### src/hdl/swwe_pkg.sv
// constants, register map and types of the standalone watchdog supervisor
package swwe_pkg;

  ////////////////////////////////////////////////////////////////////////////
  // clock and timebase
  localparam int CLK_MHZ       = 250;
  localparam int CLK_PERIOD_NS = 4;
  localparam int TICK_CYC      = CLK_MHZ;   // clock cycles per microsecond tick
  localparam int CW            = 27;        // width of microsecond counters

  ////////////////////////////////////////////////////////////////////////////
  // times in their own units, and counts derived from them
  localparam int T_STARTUP_US  = 300;
  localparam int T_EVAL_US     = 381;
  localparam int T_BLIND_US    = 150;
  localparam int T_ECHO_NS     = 200;
  localparam int ECHO_CYC      = (T_ECHO_NS + CLK_PERIOD_NS - 1) / CLK_PERIOD_NS;
  localparam int T_RST_MS      = 200;
  localparam int T_TO_OPEN_MS  = 1600;
  localparam int T_TO_PULL_MS  = 200;
  localparam int US_PER_MS     = 1000;
  localparam int CAP_SLOPE_TMS = 774;       // 77.4 ms per nF, in tenths of ms
  localparam int CAP_BASE_MS   = 55;
  localparam int STARTUP_US    = T_STARTUP_US;
  localparam int EVAL_US       = T_EVAL_US;
  localparam int BLIND_US      = T_BLIND_US;
  localparam int RST_US        = T_RST_MS * US_PER_MS;
  localparam int TO_OPEN_US    = T_TO_OPEN_MS * US_PER_MS;
  localparam int TO_PULL_US    = T_TO_PULL_MS * US_PER_MS;
  localparam int CAP_SLOPE_US  = CAP_SLOPE_TMS * (US_PER_MS / 10);
  localparam int CAP_BASE_US   = CAP_BASE_MS * US_PER_MS;

  ////////////////////////////////////////////////////////////////////////////
  // register map, byte addresses
  localparam logic [7:0] REG_CFG  = 8'h00;  // capacitance in nF
  localparam logic [7:0] REG_STAT = 8'h04;  // live state
  localparam logic [7:0] REG_IST  = 8'h08;  // sticky events, write one to clear
  localparam logic [7:0] REG_IMSK = 8'h0c;  // event mask
  localparam logic [7:0] REG_TMO  = 8'h10;  // selected kick timeout in us
  localparam logic [9:0] CFG_RST  = 10'h001;
  localparam logic [2:0] IMSK_RST = 3'h0;
  localparam int IRQ_KICK  = 0;
  localparam int IRQ_FAULT = 1;
  localparam int IRQ_EVAL  = 2;
  localparam logic [1:0] RESP_OKAY   = 2'h0;
  localparam logic [1:0] RESP_SLVERR = 2'h2;

  ////////////////////////////////////////////////////////////////////////////
  // types
  typedef enum logic [1:0] {TS_OPEN, TS_PULLUP, TS_CAP, TS_RSVD} swwe_tsel_t;
  typedef enum logic [2:0] {
    ST_POR, ST_EVAL, ST_OFF, ST_RSTDLY, ST_RUN, ST_FAULT
  } swwe_state_t;

endpackage

### src/hdl/swwe_top.sv
// watchdog supervisor core with axi4-lite register slave
//
// Functional notes
// - classify timing select at each supply rise
// - open 1600 ms, pullup 200 ms, capacitor variable
// - only falling kick edges count
// - kick late means fault output driven low
// - interval measured falling edge to falling edge
// - enable low ignores kicks, high resumes
// - enable low: echo low after 200 ns, fault released
// - enable high: both released after reset delay
// - undriven enable reads as high
// - strap low disables watchdog, may change live
// - strap rising: kicks ignored for 150 us
// - after power-on, kicks inactive, echo low 300 us
// - capacitor timeout 77.4 ms per nF plus 55
//
// Design decisions made here: the AXI4-Lite interface to the registers and the register offsets.
`timescale 1ns/1ps
module swwe_top
  import swwe_pkg::*;
#(
  parameter int TICK_DIV = TICK_CYC
) (
  // clock and reset
  input  wire logic        aclk,
  input  wire logic        aresetn,
  // axi4-lite write address and data
  input  wire logic [7:0]  s_axi_awaddr,
  input  wire logic        s_axi_awvalid,
  output logic             s_axi_awready,
  input  wire logic [31:0] s_axi_wdata,
  input  wire logic [3:0]  s_axi_wstrb,
  input  wire logic        s_axi_wvalid,
  output logic             s_axi_wready,
  // axi4-lite write response
  output logic [1:0]       s_axi_bresp,
  output logic             s_axi_bvalid,
  input  wire logic        s_axi_bready,
  // axi4-lite read
  input  wire logic [7:0]  s_axi_araddr,
  input  wire logic        s_axi_arvalid,
  output logic             s_axi_arready,
  output logic [31:0]      s_axi_rdata,
  output logic [1:0]       s_axi_rresp,
  output logic             s_axi_rvalid,
  input  wire logic        s_axi_rready,
  // supervised pins
  input  wire logic        supply_ok,
  input  wire logic [1:0]  timing_select_pin,
  input  wire logic        disable_strap,
  input  wire logic        enable_pin,
  input  wire logic        enable_pin_driven,
  input  wire logic        kick_input,
  // open-drain outputs, low level only
  output logic             timeout_fault_n_o,
  output logic             timeout_fault_n_oe,
  output logic             enable_echo_output_o,
  output logic             enable_echo_output_oe,
  // interrupt
  output logic             irq
);

  ////////////////////////////////////////////////////////////////////////////
  // declarations
  swwe_state_t      state_ff;
  swwe_tsel_t       mode_ff;
  logic [15:0]      div_ff;
  logic             tick;
  logic [CW-1:0]    phase_ff;
  logic [CW-1:0]    elapsed_ff;
  logic [7:0]       blind_ff;
  logic [7:0]       echo_cnt_ff;
  logic             echo_low_ff;
  logic             kick_prev_ff;
  logic             strap_prev_ff;
  logic             kick_fall;
  logic             kick_ok;
  logic             en_level;
  logic             strap_rise;
  logic [CW-1:0]    tmo_us;
  logic [9:0]       cap_nf_ff;
  logic [2:0]       ist_ff;
  logic [2:0]       imsk_ff;
  logic [2:0]       ev;
  logic             aw_got_ff;
  logic             w_got_ff;
  logic [7:0]       awaddr_ff;
  logic [31:0]      wdata_ff;
  logic [3:0]       wstrb_ff;
  logic             wr_go;
  logic [31:0]      rd_word;
  logic             rd_hit;

  ////////////////////////////////////////////////////////////////////////////
  // input conditioning
  // a floating enable pin behaves as pulled high
  assign en_level   = enable_pin | ~enable_pin_driven;
  // only a high-to-low step is a kick; levels and rising steps are not
  assign kick_fall  = kick_prev_ff & ~kick_input;
  assign strap_rise = disable_strap & ~strap_prev_ff;

  // kicks count only while supervising, strapped on and past the blind time
  assign kick_ok = kick_fall && state_ff == ST_RUN && disable_strap
                   && blind_ff == 8'h00;

  // previous levels for edge detection
  always_ff @(posedge aclk) begin
    if (!aresetn) begin
      kick_prev_ff  <= 1'b0;  // idle low, so reset release is no false edge
      strap_prev_ff <= 1'b0;
    end else begin
      kick_prev_ff  <= kick_input;
      strap_prev_ff <= disable_strap;
    end
  end

  ////////////////////////////////////////////////////////////////////////////
  // microsecond timebase; one divider keeps every long count in the same unit
  always_ff @(posedge aclk) begin
    if (!aresetn || div_ff == 16'(TICK_DIV - 1)) begin
      div_ff <= 16'h0000;
    end else begin
      div_ff <= div_ff + 16'h0001;
    end
  end
  assign tick = (div_ff == 16'(TICK_DIV - 1));

  ////////////////////////////////////////////////////////////////////////////
  // selected timeout in microseconds
  always_comb begin
    case (mode_ff)
      TS_OPEN:   tmo_us = CW'(TO_OPEN_US);
      TS_PULLUP: tmo_us = CW'(TO_PULL_US);
      TS_CAP:    tmo_us = CW'(32'(cap_nf_ff) * 32'(CAP_SLOPE_US) + 32'(CAP_BASE_US));
      default:   tmo_us = CW'(TO_OPEN_US);
    endcase
  end

  ////////////////////////////////////////////////////////////////////////////
  // supervisor state machine and its phase counter
  always_ff @(posedge aclk) begin
    if (!aresetn) begin
      state_ff <= ST_POR;
      phase_ff <= '0;
    end else if (!supply_ok) begin
      state_ff <= ST_POR;
      phase_ff <= '0;
    end else begin
      case (state_ff)
        ST_POR: begin
          // supply must hold for the startup time first
          if (tick && phase_ff == CW'(STARTUP_US - 1)) begin
            state_ff <= ST_EVAL;
            phase_ff <= '0;
          end else if (tick) begin
            phase_ff <= phase_ff + 1'b1;
          end
        end
        ST_EVAL: begin
          if (tick && phase_ff == CW'(EVAL_US - 1)) begin
            state_ff <= en_level ? ST_RSTDLY : ST_OFF;
            phase_ff <= '0;
          end else if (tick) begin
            phase_ff <= phase_ff + 1'b1;
          end
        end
        ST_OFF: begin
          if (en_level) begin
            state_ff <= ST_RSTDLY;
            phase_ff <= '0;
          end
        end
        ST_RSTDLY, ST_FAULT: begin
          if (!en_level) begin
            state_ff <= ST_OFF;
            phase_ff <= '0;
          end else if (tick && phase_ff == CW'(RST_US - 1)) begin
            state_ff <= ST_RUN;
            phase_ff <= '0;
          end else if (tick) begin
            phase_ff <= phase_ff + 1'b1;
          end
        end
        ST_RUN: begin
          if (!en_level) begin
            state_ff <= ST_OFF;
          end else if (tick && !kick_ok && disable_strap
                       && elapsed_ff >= tmo_us - 1'b1) begin
            state_ff <= ST_FAULT;
            phase_ff <= '0;
          end
        end
        default: begin
          state_ff <= ST_POR;
          phase_ff <= '0;
        end
      endcase
    end
  end

  ////////////////////////////////////////////////////////////////////////////
  // latch the timing select class at the end of evaluation
  always_ff @(posedge aclk) begin
    if (!aresetn) begin
      mode_ff <= TS_OPEN;
    end else if (supply_ok && state_ff == ST_EVAL && tick
                 && phase_ff == CW'(EVAL_US - 1)) begin
      mode_ff <= (timing_select_pin == 2'h3) ? TS_OPEN : swwe_tsel_t'(timing_select_pin);
    end
  end

  ////////////////////////////////////////////////////////////////////////////
  // time since the last falling kick edge, cleared outside running supervision
  always_ff @(posedge aclk) begin
    if (!aresetn || state_ff != ST_RUN || !disable_strap) begin
      elapsed_ff <= '0;
    end else if (kick_ok || strap_rise || blind_ff != 8'h00) begin
      elapsed_ff <= '0;
    end else if (tick) begin
      elapsed_ff <= elapsed_ff + 1'b1;
    end
  end

  ////////////////////////////////////////////////////////////////////////////
  // blind window after the strap turns supervision back on
  always_ff @(posedge aclk) begin
    if (!aresetn) begin
      blind_ff <= 8'h00;
    end else if (strap_rise) begin
      blind_ff <= 8'(BLIND_US);
    end else if (tick && blind_ff != 8'h00) begin
      blind_ff <= blind_ff - 8'h01;
    end
  end

  ////////////////////////////////////////////////////////////////////////////
  // echo output drops a fixed delay after enable falls
  always_ff @(posedge aclk) begin
    if (!aresetn || en_level) begin
      echo_cnt_ff <= 8'h00;
      echo_low_ff <= 1'b0;
    end else if (echo_cnt_ff == 8'(ECHO_CYC - 1)) begin
      echo_low_ff <= 1'b1;
    end else begin
      echo_cnt_ff <= echo_cnt_ff + 8'h01;
    end
  end

  ////////////////////////////////////////////////////////////////////////////
  // open-drain drives: enables are registered states, data always low
  assign timeout_fault_n_o     = 1'b0;
  assign enable_echo_output_o  = 1'b0;
  // fault released while disabled, low in reset delay and after a miss
  assign timeout_fault_n_oe    = (state_ff == ST_RSTDLY)
                                 || (state_ff == ST_FAULT);
  assign enable_echo_output_oe = (state_ff == ST_POR) || (state_ff == ST_EVAL)
                                 || (state_ff == ST_RSTDLY) || echo_low_ff;

  ////////////////////////////////////////////////////////////////////////////
  // events, sticky status and interrupt
  assign ev[IRQ_KICK]  = kick_ok;
  // at or past the limit: a smaller timeout written while running still trips
  assign ev[IRQ_FAULT] = (state_ff == ST_RUN) && en_level && tick && !kick_ok
                         && disable_strap && elapsed_ff >= tmo_us - 1'b1;
  assign ev[IRQ_EVAL]  = supply_ok && state_ff == ST_EVAL && tick
                         && phase_ff == CW'(EVAL_US - 1);
  // a new event wins over a clear in the same cycle
  always_ff @(posedge aclk) begin
    if (!aresetn) begin
      ist_ff <= 3'h0;
    end else if (wr_go && awaddr_ff == REG_IST && wstrb_ff[0]) begin
      ist_ff <= (ist_ff & ~wdata_ff[2:0]) | ev;
    end else begin
      ist_ff <= ist_ff | ev;
    end
  end
  assign irq = |(ist_ff & imsk_ff);

  ////////////////////////////////////////////////////////////////////////////
  // axi4-lite write: address and data taken in either order
  assign s_axi_awready = !aw_got_ff && !s_axi_bvalid;
  assign s_axi_wready  = !w_got_ff && !s_axi_bvalid;
  assign wr_go         = aw_got_ff && w_got_ff;
  always_ff @(posedge aclk) begin
    if (!aresetn) begin
      aw_got_ff <= 1'b0;
      w_got_ff  <= 1'b0;
      awaddr_ff <= 8'h00;
      wdata_ff  <= 32'h0000_0000;
      wstrb_ff  <= 4'h0;
    end else begin
      if (s_axi_awvalid && s_axi_awready) begin
        aw_got_ff <= 1'b1;
        awaddr_ff <= s_axi_awaddr;
      end
      if (s_axi_wvalid && s_axi_wready) begin
        w_got_ff <= 1'b1;
        wdata_ff <= s_axi_wdata;
        wstrb_ff <= s_axi_wstrb;
      end
      if (wr_go) begin
        aw_got_ff <= 1'b0;
        w_got_ff  <= 1'b0;
      end
    end
  end
  // writable registers, low bytes only carry fields
  always_ff @(posedge aclk) begin
    if (!aresetn) begin
      cap_nf_ff <= CFG_RST;
      imsk_ff   <= IMSK_RST;
    end else if (wr_go) begin
      if (awaddr_ff == REG_CFG) begin
        if (wstrb_ff[0]) cap_nf_ff[7:0] <= wdata_ff[7:0];
        if (wstrb_ff[1]) cap_nf_ff[9:8] <= wdata_ff[9:8];
      end
      if (awaddr_ff == REG_IMSK && wstrb_ff[0]) begin
        imsk_ff <= wdata_ff[2:0];
      end
    end
  end
  // write response, slave error for any offset but REG_CFG, REG_IST and REG_IMSK
  always_ff @(posedge aclk) begin
    if (!aresetn) begin
      s_axi_bvalid <= 1'b0;
      s_axi_bresp  <= RESP_OKAY;
    end else if (wr_go) begin
      s_axi_bvalid <= 1'b1;
      s_axi_bresp  <= (awaddr_ff == REG_CFG || awaddr_ff == REG_IST
                       || awaddr_ff == REG_IMSK) ? RESP_OKAY : RESP_SLVERR;
    end else if (s_axi_bready) begin
      s_axi_bvalid <= 1'b0;
    end
  end

  ////////////////////////////////////////////////////////////////////////////
  // axi4-lite read: one read in flight, data registered
  assign s_axi_arready = !s_axi_rvalid;
  always_comb begin
    rd_hit  = 1'b1;
    rd_word = 32'h0000_0000;
    case ({s_axi_araddr[7:2], 2'b00})
      REG_CFG:  rd_word = {22'h0, cap_nf_ff};
      REG_STAT: rd_word = {24'h0, state_ff, mode_ff, blind_ff != 8'h00,
                           enable_echo_output_oe, timeout_fault_n_oe};
      REG_IST:  rd_word = {29'h0, ist_ff};
      REG_IMSK: rd_word = {29'h0, imsk_ff};
      REG_TMO:  rd_word = {5'h0, tmo_us};
      default:  rd_hit  = 1'b0;
    endcase
  end
  always_ff @(posedge aclk) begin
    if (!aresetn) begin
      s_axi_rvalid <= 1'b0;
      s_axi_rdata  <= 32'h0000_0000;
      s_axi_rresp  <= RESP_OKAY;
    end else if (s_axi_arvalid && s_axi_arready) begin
      s_axi_rvalid <= 1'b1;
      s_axi_rdata  <= rd_word;
      s_axi_rresp  <= rd_hit ? RESP_OKAY : RESP_SLVERR;
    end else if (s_axi_rready) begin
      s_axi_rvalid <= 1'b0;
    end
  end
endmodule

### config.mk
export PLATFORM = sky130hd
export DESIGN_NAME = swwe_top
export DESIGN_NICKNAME = d
export VERILOG_FILES = /design/src/hdl/swwe_pkg.sv /design/src/hdl/swwe_top.sv
export SDC_FILE = /design/constraint.sdc
export NUM_CORES = 1
export LEC_CHECK = 0
export ABC_AREA = 1
export BUFFER_PORTS_ARGS = -buffer_cell sky130_fd_sc_hd__buf_4
export CORE_MARGIN = 2
export CORE_UTILIZATION = 32
export DETAILED_ROUTE_END_ITERATION = 16
export GPL_TIMING_DRIVEN = 0
export MAX_ROUTING_LAYER = met4
export PLACE_DENSITY = 0.59
export SYNTH_ARGS = -nofsm -noshare
export SYNTH_HDL_FRONTEND = slang
export SYNTH_SLANG_ARGS = --single-unit
### constraint.sdc
create_clock -name aclk -period 13.7 [get_ports aclk]
set_input_delay 1.37 -clock aclk [delete_from_list [all_inputs] [get_ports aclk]]
set_output_delay 1.37 -clock aclk [all_outputs]
set_load 0.01 [all_outputs]
==> results by group <==
Setup path
  – Critical-path maximum fanout: 10
  – Crit-path slowest cell: dfxtp_1
  – RR Endpoint: phase_ff[10]$_SDFFE_PN0P_
  – Reg2Reg Launch Point: cap_nf_ff[2]$_SDFFE_PN0P_
  – Class of the most critical setup path: flip-flop to flip-flop
  – Peak per-stage delay on the critical path: 0.58 ns
  – Crit path required time: 14.02 ns
  – Reg2reg path depth: 42
  – CP bufs+invs: 9
  – Reg2Reg Setup Slack: 5.84 ns
  – CP delay by family, top: simple AND/OR/NAND/NOR gates
  – Startpoint Class: flip-flop
  – Worst EP arrival: 8.18 ns
  – Critical Path Sink Type: flip-flop
  – Most numerous cell on the critical path: nand2_1

Clocking
  – Clock transition at the registers of the reported paths: 0.07 ns
  – CTS tree: done
  – Post-CTS Hold Buffers: 0
  – Clk buf depth: 2
  – CTS root buffer: clkbuf_16
  – Clock latency on the worst-skew pair: 0.43 ns
  – Post-CTS setup buffers: 0
  – CTS Buf Count: 17
  – CTS Sinks: 163
  – Resize count post-CTS: 0
  – H-tree depth: 4

Synth
  – Mux share of post-synthesis cell area: 0%
  – Cell variety after synth: 53
  – FF+latch count, synth: 163
  – Largest cells by area after synthesis: dfxtp_1 (26%), nand2_1 (12%), ha_1 (11%), inv_1 (9.0%), nor2_1 (6.6%)
  – Synthesis warning total: 0
  – Syn_area_per_cell: 6.72 um^2
  – Adder-Cell Fraction of Synth Area: 16.9%
  – Area fraction in and, or, nand and nor cells after synthesis: 33.2%
  – Largest area contributor in the netlist: dfxtp_1
  – Cell Area, Synth: 0.0126 mm^2
  – Seq/Total Area, Yosys: 25.9%
  – Largest family of logic cells by synthesized area: simple AND/OR/NAND/NOR gates
  – Synth Instances: 1,878
  – Yosys top cell area share: 25.9%
  – XOR/XNOR share of the synthesized area: 2.70%
  – Post-synthesis compound-gate area fraction: 10.2%

Global routing
  – Total grt overflow: 0
  – Met3 usage: 2.44%
  – First-pass GRT wire length: 55.8 mm
  – Met1 Resource Use GR: 22.8%
  – Initial antenna violation count: 0
  – Vias in the first global route: 11,436
  – GRT busiest layer: met2
  – Met2 Track Usage GR: 27.2%
  – GR Util All Layers: 17.1%
  – Largest net degree at the start of global routing: 18

Pwr
  – Int Pwr: 0.814 mW
  – Leakage: 6.71 nW
  – Pwr dens: 75.9 mW/mm^2
  – Switching share of power: 26.1%
  – Part of the power in registers: 44.6%
  – Psw: 0.287 mW
  – Overall power: 1.10 mW
  – Combinational power share: 8.4%
  – Clock power frac: 47.0%
  – VDD IR max: 0.0000858 V

Floorplan
  – Core area: 0.0387 mm^2
  – Vert. Die Dim: 203 um
  – Area of the die: 0.0410 mm^2
  – Starting Density: 32.6%
  – Rows: 72
  – Die span in x: 203 um
  – I/O pin total: 112

Final layout
  – Fillers: 4,164
  – Most common cell after layout, fill and taps aside: nand2_1
  – Fraction of layout cells with a size suffix above 1: 10.3%
  – Post-route insts no fill: 2,511
  – Antenna diodes: 0
  – Post-route cell area: 0.0145 mm^2
  – Reg area: 0.00326 mm^2
  – Final nets: 2,194
  – Multi-input gate area: 0.00798 mm^2
  – Commonest non-fill, non-tap cells in the layout: nand2_1 (408), inv_1 (303), nor2_1 (223)
  – Final core occ: 37.4%
  – Syn-to-layout area delta: 15.0%

Place
  – DPL Wire Length: 28.0 mm
  – Post-Place Worst Slack: 5.82 ns
  – Port Buf Inserts: 75
  – DP Area: 0.0139 mm^2
  – Cells after DPL: 2,479
  – RD Place Congestion: 0.938

Timing
  – # setup viols final: 0
  – FMAX: 127 MHz
  – Clock period minus worst slack: 7.86 ns
  – Worst relative slew slack: 35.2%
  – Hold Vio Cnt, Final: 0
  – Hold WS: 0.462 ns
  – Final critical-path share of the clock period: 57.4%
  – Clk_skew: 0.0144 ns
  – PnR worst setup slack: 5.84 ns
  – Setup TNS Final: 0 ns
  – Unrepaired setup endpoints after global routing: false
  – Slew at the pin closest to its max-slew limit: 0.963 ns
  – Fin. max-slew vios: 0

Route
  – Drt total wl: 33.5 mm
  – Routed wire length per instance: 13.4 um
  – DRC viols: 0
  – 1st-iter DRT viols: 684
  – DRT Pass-1 Iters: 5
  – Vias/cell: 4.80
  – Post-DRT Antenna Nets: 0
  – Vias: 12,060

Status
  – Status: finished, final reports clean

Run
  – Max-cap viol count: 0

Min path
  – Min-delay worst type: flip-flop to flip-flop
  – Origin of the worst min-delay path: wdata_ff[9]$_SDFFE_PN0P_
  – Hold Path Sink: wdata_ff[9]$_SDFFE_PN0P_
  – Hold Crit Depth: 2
## final cells by class
class,instances,area share [%]
buffer,34,1.29
clock buffer,17,2.93
clock inverter,15,1.52
inverter,323,8.37
multi-input combinational,1366,55.0
sequential,163,22.5
tap,518,4.47
timing repair buffer,75,3.88
## how the worst max path moves through the flow
| stage | from | end | slack [ns] | depth (start not counted) |
|---|---|---|---|---|
| after floorplan | cap_nf_ff[2]$_SDFFE_PN0P_ | phase_ff[11]$_SDFFE_PN0P_ | 7.18 | 40 |
| after global placement | cap_nf_ff[9]$_SDFFE_PN0P_ | phase_ff[7]$_SDFFE_PN0P_ | 5.89 | 39 |
| after detailed placement | cap_nf_ff[9]$_SDFFE_PN0P_ | phase_ff[10]$_SDFFE_PN0P_ | 5.82 | 40 |
| after CTS | cap_nf_ff[9]$_SDFFE_PN0P_ | phase_ff[9]$_SDFFE_PN0P_ | 5.79 | 40 |
| after global routing | cap_nf_ff[9]$_SDFFE_PN0P_ | phase_ff[22]$_SDFFE_PN0P_ | 5.18 | 41 |
| final | cap_nf_ff[2]$_SDFFE_PN0P_ | phase_ff[10]$_SDFFE_PN0P_ | 5.84 | 42 |
## power by group through the flow
stage	registers, mW	logic, mW	clock network (mW)
after global routing	0.492	0.105	0.548
final	0.491	0.0925	0.517
after detailed placement	0.502	0.0925	0
after CTS	0.491	0.0930	0.530
after global placement	0.502	0.0911	0
after floorplan	0.500	0.0602	0
## state kept, by name, summed over array words and instances, names as in the netlist, 2 cells and up
name         count
phase_ff        27
cap_nf_ff       10
wdata_ff        10
div_ff          16
awaddr_ff        8
echo_cnt_ff      8
s_axi_rdata     27
mode_ff          2
elapsed_ff      27
state_ff         3
imsk_ff          3
blind_ff         8
ist_ff           3
wstrb_ff         2
## cells in the mapped netlist (all sizes together)
cell type,number
a21oi,124
nand3b,6
nor4,17
o21a,6
and3,6
o21ai,74
nor3,49
o41ai,2
o21bai,1
ha,111
xor2,30
nand4,41
clkinv,5
nor3b,8
o311ai,1
dfxtp,163
clkbuf,15
fa,37
a22oi,1
buf,19
or2,2
nor2,245
nand2,432
a211oi,3
xnor2,8
o211a,1
o22ai,7
and2,2
o211ai,5
o2111ai,3
nand3,127
o221ai,1
conb,1
a31oi,4
o31ai,3
inv,318
## routing by layer
layer | vias to the layer above | part of all wire [%] | wire [um]
met5 | - | 0 | 0
met4 | 0 | 1.9 | 624
met3 | 30 | 4.4 | 1490
met2 | 261 | 45 | 15000
met1 | 5541 | 49 | 16500
li1 | 6228 | - | -
## kinds of logic after synthesis
group / Yosys count
other cells: 1
fa+ha+maj: 148
buf+inv: 357
simple gates: 935
flops: 163
compound gates: 236
xor+xnor: 38
## tightest hold or removal path: cells and delay by family (launching register included)
kind            cells  cell delay (ns)
buf+inv             1             0.06
flops               1             0.30
compound gates      1             0.06
No activity file was read; power rests on OpenSTA's default activity.
